--- config.mk ---
export PLATFORM = sky130hd
export DESIGN_NAME = sol_iir
export DESIGN_NICKNAME = d
export VERILOG_FILES = /design/src/sol_pkg.sv /design/src/sol_fifo.sv /design/src/sol_state_mem.sv /design/src/sol_iir.sv
export SDC_FILE = /design/constraint.sdc
export NUM_CORES = 2
export LEC_CHECK = 0
export ABC_AREA = 1
export BUFFER_PORTS_ARGS = -buffer_cell sky130_fd_sc_hd__buf_2
export CORE_ASPECT_RATIO = 0.75
export CORE_MARGIN = 1.5
export CORE_UTILIZATION = 40
export DETAILED_ROUTE_END_ITERATION = 8
export GPL_TIMING_DRIVEN = 0
export SETUP_SLACK_MARGIN = 0.5
export SLEW_MARGIN = 20
export SYNTH_ARGS = -nofsm -noshare
export SYNTH_HDL_FRONTEND = slang
export SYNTH_SLANG_ARGS = --single-unit
--- constraint.sdc ---
create_clock -name clk -period 23.8 [get_ports clk]
set_input_delay 4.76 -clock clk [delete_from_list [all_inputs] [get_ports clk]]
set_output_delay 4.76 -clock clk [all_outputs]
set_load 0.01 [all_outputs]
--- src/sol_pkg.sv ---
// Constants and types of the sensor output low-pass filter
`default_nettype none

package sol_pkg;

  // ==========================================================
  // Widths
  localparam int X_W = 24;
  localparam int CH_W = 2;
  localparam int N_CH = 4;
  localparam int FRAC_W = 16;
  localparam int ACC_W = X_W + FRAC_W;
  localparam int SEL_W = 5;
  localparam int ALPHA_W = 16;
  localparam int ADDR_W = 8;
  localparam int FIFO_DEPTH = 4;
  localparam int LVL_W = 3;

  // ==========================================================
  // Register byte offsets
  localparam logic [ADDR_W-1:0] OFS_CTRL = 8'h00;
  localparam logic [ADDR_W-1:0] OFS_TAU_STAGE = 8'h04;
  localparam logic [ADDR_W-1:0] OFS_STORE = 8'h08;
  localparam logic [ADDR_W-1:0] OFS_TAU_ACTIVE = 8'h0C;
  localparam logic [ADDR_W-1:0] OFS_STATUS = 8'h10;

  // ==========================================================
  // Field positions and reset values
  localparam int MODE_LSB = 0;
  localparam int TAU_STRIDE = 8;
  localparam int STORE_GO_BIT = 0;
  localparam int ST_ACTIVE_BIT = 0;
  localparam int ST_LEVEL_LSB = 4;
  localparam int ST_PRIMED_LSB = 16;
  localparam logic [SEL_W-1:0] SEL_BYPASS = 5'h00;
  localparam logic [SEL_W-1:0] SEL_MAX = 5'h15;
  localparam logic [31:0] RDATA_ZERO = 32'h0000_0000;
  // Settling reaches 99.3 percent after this many time constants
  localparam int SETTLE_TAUS = 5;

  // ==========================================================
  // Types
  typedef enum logic [1:0] {MODE_COMMAND, MODE_CYCLIC, MODE_STEP, MODE_RSVD} sol_mode_type;
  typedef enum logic {FSM_IDLE, FSM_CALC} sol_fsm_type;

  typedef struct packed {
    logic [CH_W-1:0] chan;
    logic signed [X_W-1:0] data;
  } sol_samp_type;

  // ==========================================================
  // Gain per time constant, alpha = 1 - exp(-1/tau), unsigned Q16
  function automatic logic [ALPHA_W-1:0] sol_alpha(input logic [SEL_W-1:0] sel);
    case (sel)
      5'h01: sol_alpha = 16'hE000; // tau 0.481
      5'h02: sol_alpha = 16'hC000; // tau 0.721
      5'h03: sol_alpha = 16'hA000; // tau 1.02
      5'h04: sol_alpha = 16'h8000; // tau 1.443
      5'h05: sol_alpha = 16'h7000; // tau 1.738
      5'h06: sol_alpha = 16'h6000; // tau 2.128
      5'h07: sol_alpha = 16'h5000; // tau 2.669
      5'h08: sol_alpha = 16'h4000; // tau 3.476
      5'h09: sol_alpha = 16'h3800; // tau 4.051
      5'h0A: sol_alpha = 16'h3000; // tau 4.816
      5'h0B: sol_alpha = 16'h2800; // tau 5.886
      5'h0C: sol_alpha = 16'h2000; // tau 7.489
      5'h0D: sol_alpha = 16'h1C00; // tau 8.633
      5'h0E: sol_alpha = 16'h1800; // tau 10.158
      5'h0F: sol_alpha = 16'h1400; // tau 12.293
      5'h10: sol_alpha = 16'h1000; // tau 15.495
      5'h11: sol_alpha = 16'h0E00; // tau 17.781
      5'h12: sol_alpha = 16'h0C00; // tau 20.829
      5'h13: sol_alpha = 16'h0A00; // tau 25.097
      5'h14: sol_alpha = 16'h0800; // tau 31.497
      5'h15: sol_alpha = 16'h0600; // tau 42.165
      default: sol_alpha = 16'h0000;
    endcase
  endfunction : sol_alpha

endpackage : sol_pkg

`default_nettype wire

--- src/sol_fifo.sv ---
// Shift-register FIFO whose head entry is always a flip-flop
`default_nettype none

module sol_fifo #(
  parameter int W = 26,
  parameter int DEPTH = 4,
  parameter int LW = 3
) (
  // Clock and reset
  input wire logic clk,
  input wire logic rst_n,
  // Fill side
  input wire logic s_valid,
  output logic s_ready,
  input wire logic [W-1:0] s_data,
  // Drain side
  output logic m_valid,
  input wire logic m_ready,
  output logic [W-1:0] m_data,
  // Fill level
  output logic [LW-1:0] level
);

  typedef struct packed {
    logic [DEPTH-1:0][W-1:0] mem;
    logic [DEPTH-1:0] vld;
  } fifo_st_type;

  fifo_st_type st;
  fifo_st_type next_st;

  assign s_ready = !st.vld[DEPTH-1];
  assign m_valid = st.vld[0];
  assign m_data = st.mem[0];

  // ==========================================================
  // Pop shifts down, push fills the lowest free slot
  always_comb
  begin
    logic done;
    done = 1'b0;
    next_st = st;
    level = '0;
    for (int i = 0; i < DEPTH; i++)
    begin
      level = level + LW'(st.vld[i]);
    end
    if (st.vld[0] && m_ready)
    begin
      for (int i = 0; i < DEPTH - 1; i++)
      begin
        next_st.mem[i] = st.mem[i+1];
        next_st.vld[i] = st.vld[i+1];
      end
      next_st.vld[DEPTH-1] = 1'b0;
    end
    if (s_valid && s_ready)
    begin
      for (int i = 0; i < DEPTH; i++)
      begin
        if (!done && !next_st.vld[i])
        begin
          next_st.mem[i] = s_data;
          next_st.vld[i] = 1'b1;
          done = 1'b1;
        end
      end
    end
  end

  always_ff @(posedge clk or negedge rst_n)
  begin
    if (!rst_n)
      st <= '0;
    else
      st <= next_st;
  end

endmodule : sol_fifo

`default_nettype wire

--- src/sol_state_mem.sv ---
// Per-channel filter accumulator store with registered read
`default_nettype none

module sol_state_mem #(
  parameter int W = 40,
  parameter int N = 4,
  parameter int AW = 2
) (
  // Clock and reset
  input wire logic clk,
  input wire logic rst_n,
  // Read port
  input wire logic [AW-1:0] rd_addr,
  output logic [W-1:0] rd_data,
  // Write port
  input wire logic we,
  input wire logic [AW-1:0] wr_addr,
  input wire logic [W-1:0] wr_data
);

  typedef struct packed {
    logic [N-1:0][W-1:0] mem;
    logic [W-1:0] rd;
  } mem_st_type;

  mem_st_type st;
  mem_st_type next_st;

  assign rd_data = st.rd;

  // ==========================================================
  // Read returns contents before a same-cycle write
  always_comb
  begin
    next_st = st;
    next_st.rd = st.mem[rd_addr];
    if (we)
      next_st.mem[wr_addr] = wr_data;
  end

  always_ff @(posedge clk or negedge rst_n)
  begin
    if (!rst_n)
      st <= '0;
    else
      st <= next_st;
  end

endmodule : sol_state_mem

`default_nettype wire

--- src/sol_iir.sv ---
// Per-channel first-order IIR low-pass filter with APB registers
`default_nettype none

module sol_iir (
  // Clock and reset
  input wire logic clk,
  input wire logic arst_n,
  // APB slave
  input wire logic [sol_pkg::ADDR_W-1:0] paddr,
  input wire logic psel,
  input wire logic penable,
  input wire logic pwrite,
  input wire logic [31:0] pwdata,
  output logic [31:0] prdata,
  output logic pready,
  output logic pslverr,
  // Conditioned samples in
  input wire logic in_valid,
  output logic in_ready,
  input wire sol_pkg::sol_samp_type in_sample,
  // Filtered samples out
  output logic out_valid,
  input wire logic out_ready,
  output sol_pkg::sol_samp_type out_sample
);

  import sol_pkg::*;

  typedef struct packed {
    sol_fsm_type fsm;
    sol_mode_type mode;
    logic [N_CH-1:0][SEL_W-1:0] tau_stage;
    logic [N_CH-1:0][SEL_W-1:0] nonvolatile_config_store;
    logic [N_CH-1:0] primed;
    sol_samp_type cur;
    logic in_ready;
    logic pready;
    logic pslverr;
    logic [31:0] prdata;
  } sol_st_type;

  sol_st_type st;
  sol_st_type next_st;
  logic [1:0] rst_sync;
  logic rst_n;
  logic [CH_W-1:0] mem_rd_addr;
  logic [ACC_W-1:0] mem_rd_data;
  logic mem_we;
  logic [ACC_W-1:0] mem_wr_data;
  logic fifo_push;
  logic fifo_s_ready;
  sol_samp_type fifo_in;
  logic [LVL_W-1:0] fifo_level;

  // ==========================================================
  // Helpers
  function automatic logic sol_addr_ok(input logic [ADDR_W-1:0] a);
    sol_addr_ok = (a == OFS_CTRL)
      || (a == OFS_TAU_STAGE)
      || (a == OFS_STORE)
      || (a == OFS_TAU_ACTIVE)
      || (a == OFS_STATUS);
  endfunction : sol_addr_ok

  function automatic logic [31:0] sol_pack_tau(input logic [N_CH-1:0][SEL_W-1:0] t);
    sol_pack_tau = RDATA_ZERO;
    for (int i = 0; i < N_CH; i++)
    begin
      sol_pack_tau[i*TAU_STRIDE +: SEL_W] = t[i];
    end
  endfunction : sol_pack_tau

  function automatic logic signed [X_W-1:0] sol_round(input logic signed [ACC_W-1:0] a);
    logic signed [ACC_W:0] s;
    s = {a[ACC_W-1], a} + (ACC_W+1)'(1 << (FRAC_W - 1));
    sol_round = s[ACC_W-1:FRAC_W];
  endfunction : sol_round

  function automatic logic signed [ACC_W:0] sol_sext(input logic [ACC_W-1:0] a);
    sol_sext = $signed({a[ACC_W-1], a});
  endfunction : sol_sext

  function automatic logic sol_cyclic(input sol_mode_type m);
    sol_cyclic = (m == MODE_CYCLIC);
  endfunction : sol_cyclic

  // ==========================================================
  // Reset release synchroniser
  always_ff @(posedge clk or negedge arst_n)
  begin
    if (!arst_n)
    begin
      rst_sync <= 2'b00;
    end
    else
    begin
      rst_sync <= {rst_sync[0], 1'b1};
    end
  end

  assign rst_n = rst_sync[1];

  // ==========================================================
  // Outputs
  assign prdata = st.prdata;
  assign pready = st.pready;
  assign pslverr = st.pslverr;
  assign in_ready = st.in_ready;

  // ==========================================================
  // Next state
  always_comb
  begin
    logic [SEL_W-1:0] sel;
    logic [ACC_W-1:0] x_acc;
    logic signed [ACC_W:0] diff;
    logic signed [ACC_W+FRAC_W+1:0] prod;
    logic signed [ACC_W:0] sum;
    logic [31:0] rd;
    logic locked;
    logic bypass;
    logic [CH_W-1:0] ch;
    sel = SEL_BYPASS;
    x_acc = '0;
    diff = '0;
    prod = '0;
    sum = '0;
    rd = RDATA_ZERO;
    next_st = st;
    mem_rd_addr = in_sample.chan;
    mem_we = 1'b0;
    mem_wr_data = '0;
    fifo_push = 1'b0;
    fifo_in = st.cur;
    locked = (st.mode == MODE_STEP);
    bypass = 1'b1;
    ch = st.cur.chan;

    // APB: answer one cycle into the access phase
    next_st.pready = 1'b0;
    next_st.pslverr = 1'b0;
    case (paddr)
      OFS_CTRL: rd[MODE_LSB +: 2] = st.mode;
      OFS_TAU_STAGE: rd = sol_pack_tau(st.tau_stage);
      OFS_TAU_ACTIVE: rd = sol_pack_tau(st.nonvolatile_config_store);
      OFS_STATUS:
      begin
        rd[ST_ACTIVE_BIT] = sol_cyclic(st.mode);
        rd[ST_LEVEL_LSB +: LVL_W] = fifo_level;
        rd[ST_PRIMED_LSB +: N_CH] = st.primed;
      end
      default: rd = RDATA_ZERO;
    endcase
    if (psel && penable && !st.pready)
    begin
      next_st.pready = 1'b1;
      next_st.pslverr = !sol_addr_ok(paddr);
      next_st.prdata = pwrite ? RDATA_ZERO : rd;
    end
    if (psel && penable && st.pready && pwrite)
    begin
      case (paddr)
        OFS_CTRL:
        begin
          if (pwdata[MODE_LSB +: 2] != MODE_RSVD)
          begin
            next_st.mode = sol_mode_type'(pwdata[MODE_LSB +: 2]);
          end
        end
        OFS_TAU_STAGE:
        begin
          if (!locked)
          begin
            for (int i = 0; i < N_CH; i++)
            begin
              next_st.tau_stage[i] = pwdata[i*TAU_STRIDE +: SEL_W];
            end
          end
        end
        OFS_STORE:
        begin
          if (!locked && pwdata[STORE_GO_BIT])
          begin
            next_st.nonvolatile_config_store = st.tau_stage;
          end
        end
        default: next_st.mode = st.mode;
      endcase
    end

    // Sample path, one sample per two cycles, every channel alike
    case (st.fsm)
      FSM_IDLE:
      begin
        if (in_valid && st.in_ready)
        begin
          next_st.cur = in_sample;
          next_st.fsm = FSM_CALC;
        end
      end
      FSM_CALC:
      begin
        sel = st.nonvolatile_config_store[ch];
        x_acc = {st.cur.data, FRAC_W'(0)};
        bypass = !sol_cyclic(st.mode) || (sel == SEL_BYPASS) || (sel > SEL_MAX);
        mem_we = 1'b1;
        fifo_push = 1'b1;
        next_st.fsm = FSM_IDLE;
        if (bypass)
        begin
          mem_wr_data = x_acc;
        end
        else if (!st.primed[ch])
        begin
          mem_wr_data = x_acc;
          next_st.primed[ch] = 1'b1;
        end
        else
        begin
          // y += alpha * (x - y), exponential step response
          diff = sol_sext(x_acc) - sol_sext(mem_rd_data);
          prod = diff * $signed({1'b0, sol_alpha(sel)});
          sum = sol_sext(mem_rd_data) + prod[ACC_W+FRAC_W:FRAC_W];
          mem_wr_data = sum[ACC_W-1:0];
          fifo_in.data = sol_round(sum[ACC_W-1:0]);
        end
      end
      default: next_st.fsm = FSM_IDLE;
    endcase

    // Leaving cyclic mode forgets history so re-entry preloads
    if (!sol_cyclic(st.mode))
    begin
      next_st.primed = '0;
    end

    // Accept only with room for the result already under way
    next_st.in_ready = (next_st.fsm == FSM_IDLE)
      && (fifo_level < LVL_W'(FIFO_DEPTH - 1))
      && fifo_s_ready;
  end

  always_ff @(posedge clk or negedge rst_n)
  begin
    if (!rst_n)
    begin
      st <= '0;
      st.fsm <= FSM_IDLE;
      st.mode <= MODE_COMMAND;
    end
    else
    begin
      st <= next_st;
    end
  end

  // ==========================================================
  // Channel state and output buffer
  sol_state_mem #(
    .W(ACC_W),
    .N(N_CH),
    .AW(CH_W)
  ) u_state (
    .clk(clk),
    .rst_n(rst_n),
    .rd_addr(mem_rd_addr),
    .rd_data(mem_rd_data),
    .we(mem_we),
    .wr_addr(st.cur.chan),
    .wr_data(mem_wr_data)
  );

  sol_fifo #(
    .W($bits(sol_samp_type)),
    .DEPTH(FIFO_DEPTH),
    .LW(LVL_W)
  ) u_fifo (
    .clk(clk),
    .rst_n(rst_n),
    .s_valid(fifo_push),
    .s_ready(fifo_s_ready),
    .s_data(fifo_in),
    .m_valid(out_valid),
    .m_ready(out_ready),
    .m_data(out_sample),
    .level(fifo_level)
  );

endmodule : sol_iir

`default_nettype wire

==> impl_metrics.py <==
metrics = {
    "status": {
        "outcome": "finished clean",
    },
    "critical_path": {
        "cp_common_cell": "nand2_1",
        "endpoint_kind": "flop",
        "r2r-start": "fifo_in[24]",
        "crit_type": "flop to flop",
        "max_stage_delay_ns": 0.80,
        "reg2regPathDepth": 48,
        "worstPathMaxFanout": 10,
        "r2r_setup_slack_ns": 11.31,
        "arrival_ns": 12.95,
        "cpMaxStageDelayCell": "o21ai_0",
        "cp.required_ns": 24.26,
        "critPathLaunch": "fifo_in[24]",
        "r2r-end": "u_fifo.st[77]",
        "start_kind": "flop",
    },
    "sta": {
        "skew_ns": 0.0381,
        "post-route-period-util_pct": 52.5,
        "hold_viol": 0,
        "hold_slack_ns": 0.220,
        "fmax_mhz": 80.1,
        "tightest_slew_ns": 1.16,
        "tns_ns": 0,
        "slew_violations": 0,
        "setup_slack_ns": 11.31,
        "rsz0062_at_grt": "false",
        "max-slew-margin-rel_pct": 22.4,
        "setup_viol": 0,
        "period_minus_slack_ns": 12.49,
    },
    "clock_tree": {
        "cts_buffers": 39,
        "ctsHtreeMaxLevel": 2,
        "postCtsResizedCells": 0,
        "post-cts-setup-buffer-count": 0,
        "clkSinkCount": 408,
        "cts-hold-fix-buffers": 0,
        "cts_tree": "built",
        "clock_path_buffers": 3,
        "cts-root-buf": "clkbuf_16",
        "clk_latency_ns": 0.59,
        "clk_pin_slew_ns": 0.07,
    },
    "routing": {
        "ant_nets": 0,
        "wl_per_cell_um": 20.0,
        "routed.top_layer": "met5",
        "met1_length_um": 56700,
        "wl_um": 119000,
        "drt_iter0_drc": 3090,
        "via_per_inst": 5.23,
        "route.met2.wl_um": 44700,
        "vias": 31182,
        "met3_length_um": 15300,
        "first_pass_iters": 6,
        "post-route-drc-count": 0,
    },
    "global_routing": {
        "grt_usage_pct": 26.8,
        "antenna_found_initial": 7,
        "grt_pass1_vias": 30150,
        "grt_pass1_wl_um": 182000,
        "grt_overflow": 0,
        "grt_max_degree": 55,
    },
    "die": {
        "ios": 135,
        "num_rows": 93,
        "die_y_um": 259,
        "die_w_um": 345,
        "die-area_um2": 89500,
        "core_area_um2": 86300,
        "floorplan.initialDensity_pct": 40.6,
    },
    "cells_and_area": {
        "multi_input_area_um2": 21000,
        "fin_nets": 5353,
        "area_delta_synth_final_pct": 9.89,
        "nFillCells": 8909,
        "drive_above_1_share_pct": 8.82,
        "ff_latch_area_um2": 10200,
    },
    "yosys": {
        "ys_seq_area_share_pct": 29.1,
        "synth.distinct_cells": 68,
        "synth_top_family_by_area": "simple AND/OR/NAND/NOR gates",
        "ys_ff_latch": 408,
        "syn_area_per_cell_um2": 7.59,
        "synth_compound_area_share_pct": 12.6,
        "synth_area_leader_cell": "dfrtp_1",
        "synth_xor_area_share_pct": 2.24,
        "synthAdderAreaFrac_pct": 21.8,
        "ys_async_sr_fraction_pct": 100,
        "synth_ff_type": "dfrtp_1",
        "synthMuxAreaShare_pct": 0.514,
        "syn_inst": 4624,
        "synth-simple-area-share_pct": 22.7,
        "syn_area_um2": 35100,
        "synth.top_cell.area_share_pct": 29.1,
        "yosys_warnings": 0,
        "synth_edf_count": 0,
        "synth.area.top_cells": "dfrtp_1 29%, fa_1 12%, nand2_1 11%, ha_1 10%, inv_1 7.5%",
    },
    "placed_design": {
        "gp_congestion": 1.01,
        "pre_cts_ws_ns": 12.02,
        "dpl.hpwl_um": 97800,
        "io_buffers": 110,
    },
    "worst_hold_path": {
        "min_path_type": "flop to async pin",
    },
    "power": {
        "p_leak_nw": 20.5,
        "ir_worst_vdd_v": 0.0000509,
        "total_power_mw": 3.00,
        "power_density_nw_per_um2": 77.9,
    },
    "job": {
        "drv_cap": 0,
    },
}
==> power breakdown <==
group          leakage [nW]  switching, mW  internal [mW]
clock network         0.612          0.285          0.341
logic                  14.6          0.938          0.404
registers              5.36          0.162          0.874
==> worst max-delay path: cells and delay by family (launching register included) <==
family	cells	cell delay [ns]
simple gates	24	4.11
compound gates	6	2.03
fa+ha+maj	9	4.04
buf+inv	8	1.48
xor+xnor	1	0.18
flops	1	0.50
==> stage by stage <==
step                      std cells  area [um2]  utilization, %
after floorplan                4633       35100               -
after global placement         5883       37100            43.0
after detailed placement       5891       37300            43.2
after CTS                      5955       38500            44.6
after global routing           5956       38500            44.6
final                          5958       38500            44.6
==> registers in the layout (all words and copies together) (netlist names), 2 cells and up <==
signal           cells
u_state.st         160
u_fifo.st           81
st                  71
u_state.rd_data     40
u_fifo.m_data       26
prdata              22
fifo_in              2
rst_sync             2
==> synth_stat cells (8+ instances only) <==
library cell / instances
a31oi_1: 33
mux2_2: 16
nand4_1: 34
buf_2: 8
nor2_4: 8
nand3_1: 151
nor2_1: 507
nand3_4: 8
ha_1: 280
o21ai_1: 95
dfrtp_1: 408
nand2_1: 1062
o21bai_1: 12
xnor2_1: 29
inv_2: 17
clkinv_1: 13
o22ai_1: 49
o21ai_0: 291
nand3b_1: 12
o211ai_2: 11
buf_4: 60
o21ai_2: 14
inv_1: 702
a22oi_1: 22
a21oi_1: 188
nor2_2: 15
nand2_2: 32
a22o_1: 13
clkbuf_1: 132
nand3_2: 9
or2_2: 25
xor2_1: 57
o211ai_1: 13
nor3_1: 20
nor4_1: 11
fa_1: 207
a21o_1: 8
==> layout by cell type (no fill, tap or decap), types with 13 or more instances in the layout <==
cell type,instances
a21oi_1,188
a22o_1,13
a22oi_1,22
a31oi_1,33
buf_2,118
buf_4,61
clkbuf_1,137
clkbuf_16,39
clkinv_1,13
dfrtp_1,407
fa_1,207
ha_1,280
inv_1,702
inv_2,17
mux2_2,16
nand2_1,1062
nand2_2,32
nand3_1,151
nand4_1,34
nor2_1,507
nor2_2,15
nor3_1,20
o211ai_1,13
o21ai_0,290
o21ai_1,96
o21ai_2,14
o22ai_1,49
or2_2,25
xnor2_1,29
xor2_1,57
==> layer usage <==
| metal | up-vias | global-route usage [%] |
|---|---|---|
| met5 | - | 0.588 |
| met4 | 10 | 4.59 |
| met3 | 136 | 10.7 |
| met2 | 1143 | 35.2 |
| met1 | 14961 | 40.9 |
| li1 | 14932 | - |
==> layout make-up <==
| class | instances | share of cell area [%] |
|---|---|---|
| buffer | 212 | 2.86 |
| inverter | 733 | 7.14 |
| multi-input combinational | 3280 | 54.6 |
| timing repair buffer | 119 | 2.00 |
| clock buffer | 53 | 2.90 |
| tap | 1140 | 3.70 |
| antenna | 2 | 0.0130 |
| sequential | 408 | 26.5 |
| clock inverter | 11 | 0.286 |
==> logic make-up after synthesis <==
| logic type | after synthesis |
|---|---|
| other | 2 |
| XOR/XNOR | 88 |
| adder cells (fa/ha/maj) | 487 |
| AO/OA/AOI/OAI | 773 |
| AND/OR/NAND/NOR | 1905 |
| multiplexers | 16 |
| buffers and inverters | 945 |
| flip-flops | 408 |
==> worst max-delay path by stage <==
stage / to / slack [ns] / depth (start not counted)
after global routing: u_fifo.m_data[21] / 10.84 / 50
final: u_fifo.st[77] / 11.31 / 48
after global placement: u_state.st[93] / 6.44 / 0
after CTS: u_fifo.st[77] / 11.93 / 48
after floorplan: fifo_in[24] / 11.59 / 0
after detailed placement: u_fifo.st[77] / 12.02 / 48
Note: power is estimated with default switching activity, not from simulation.
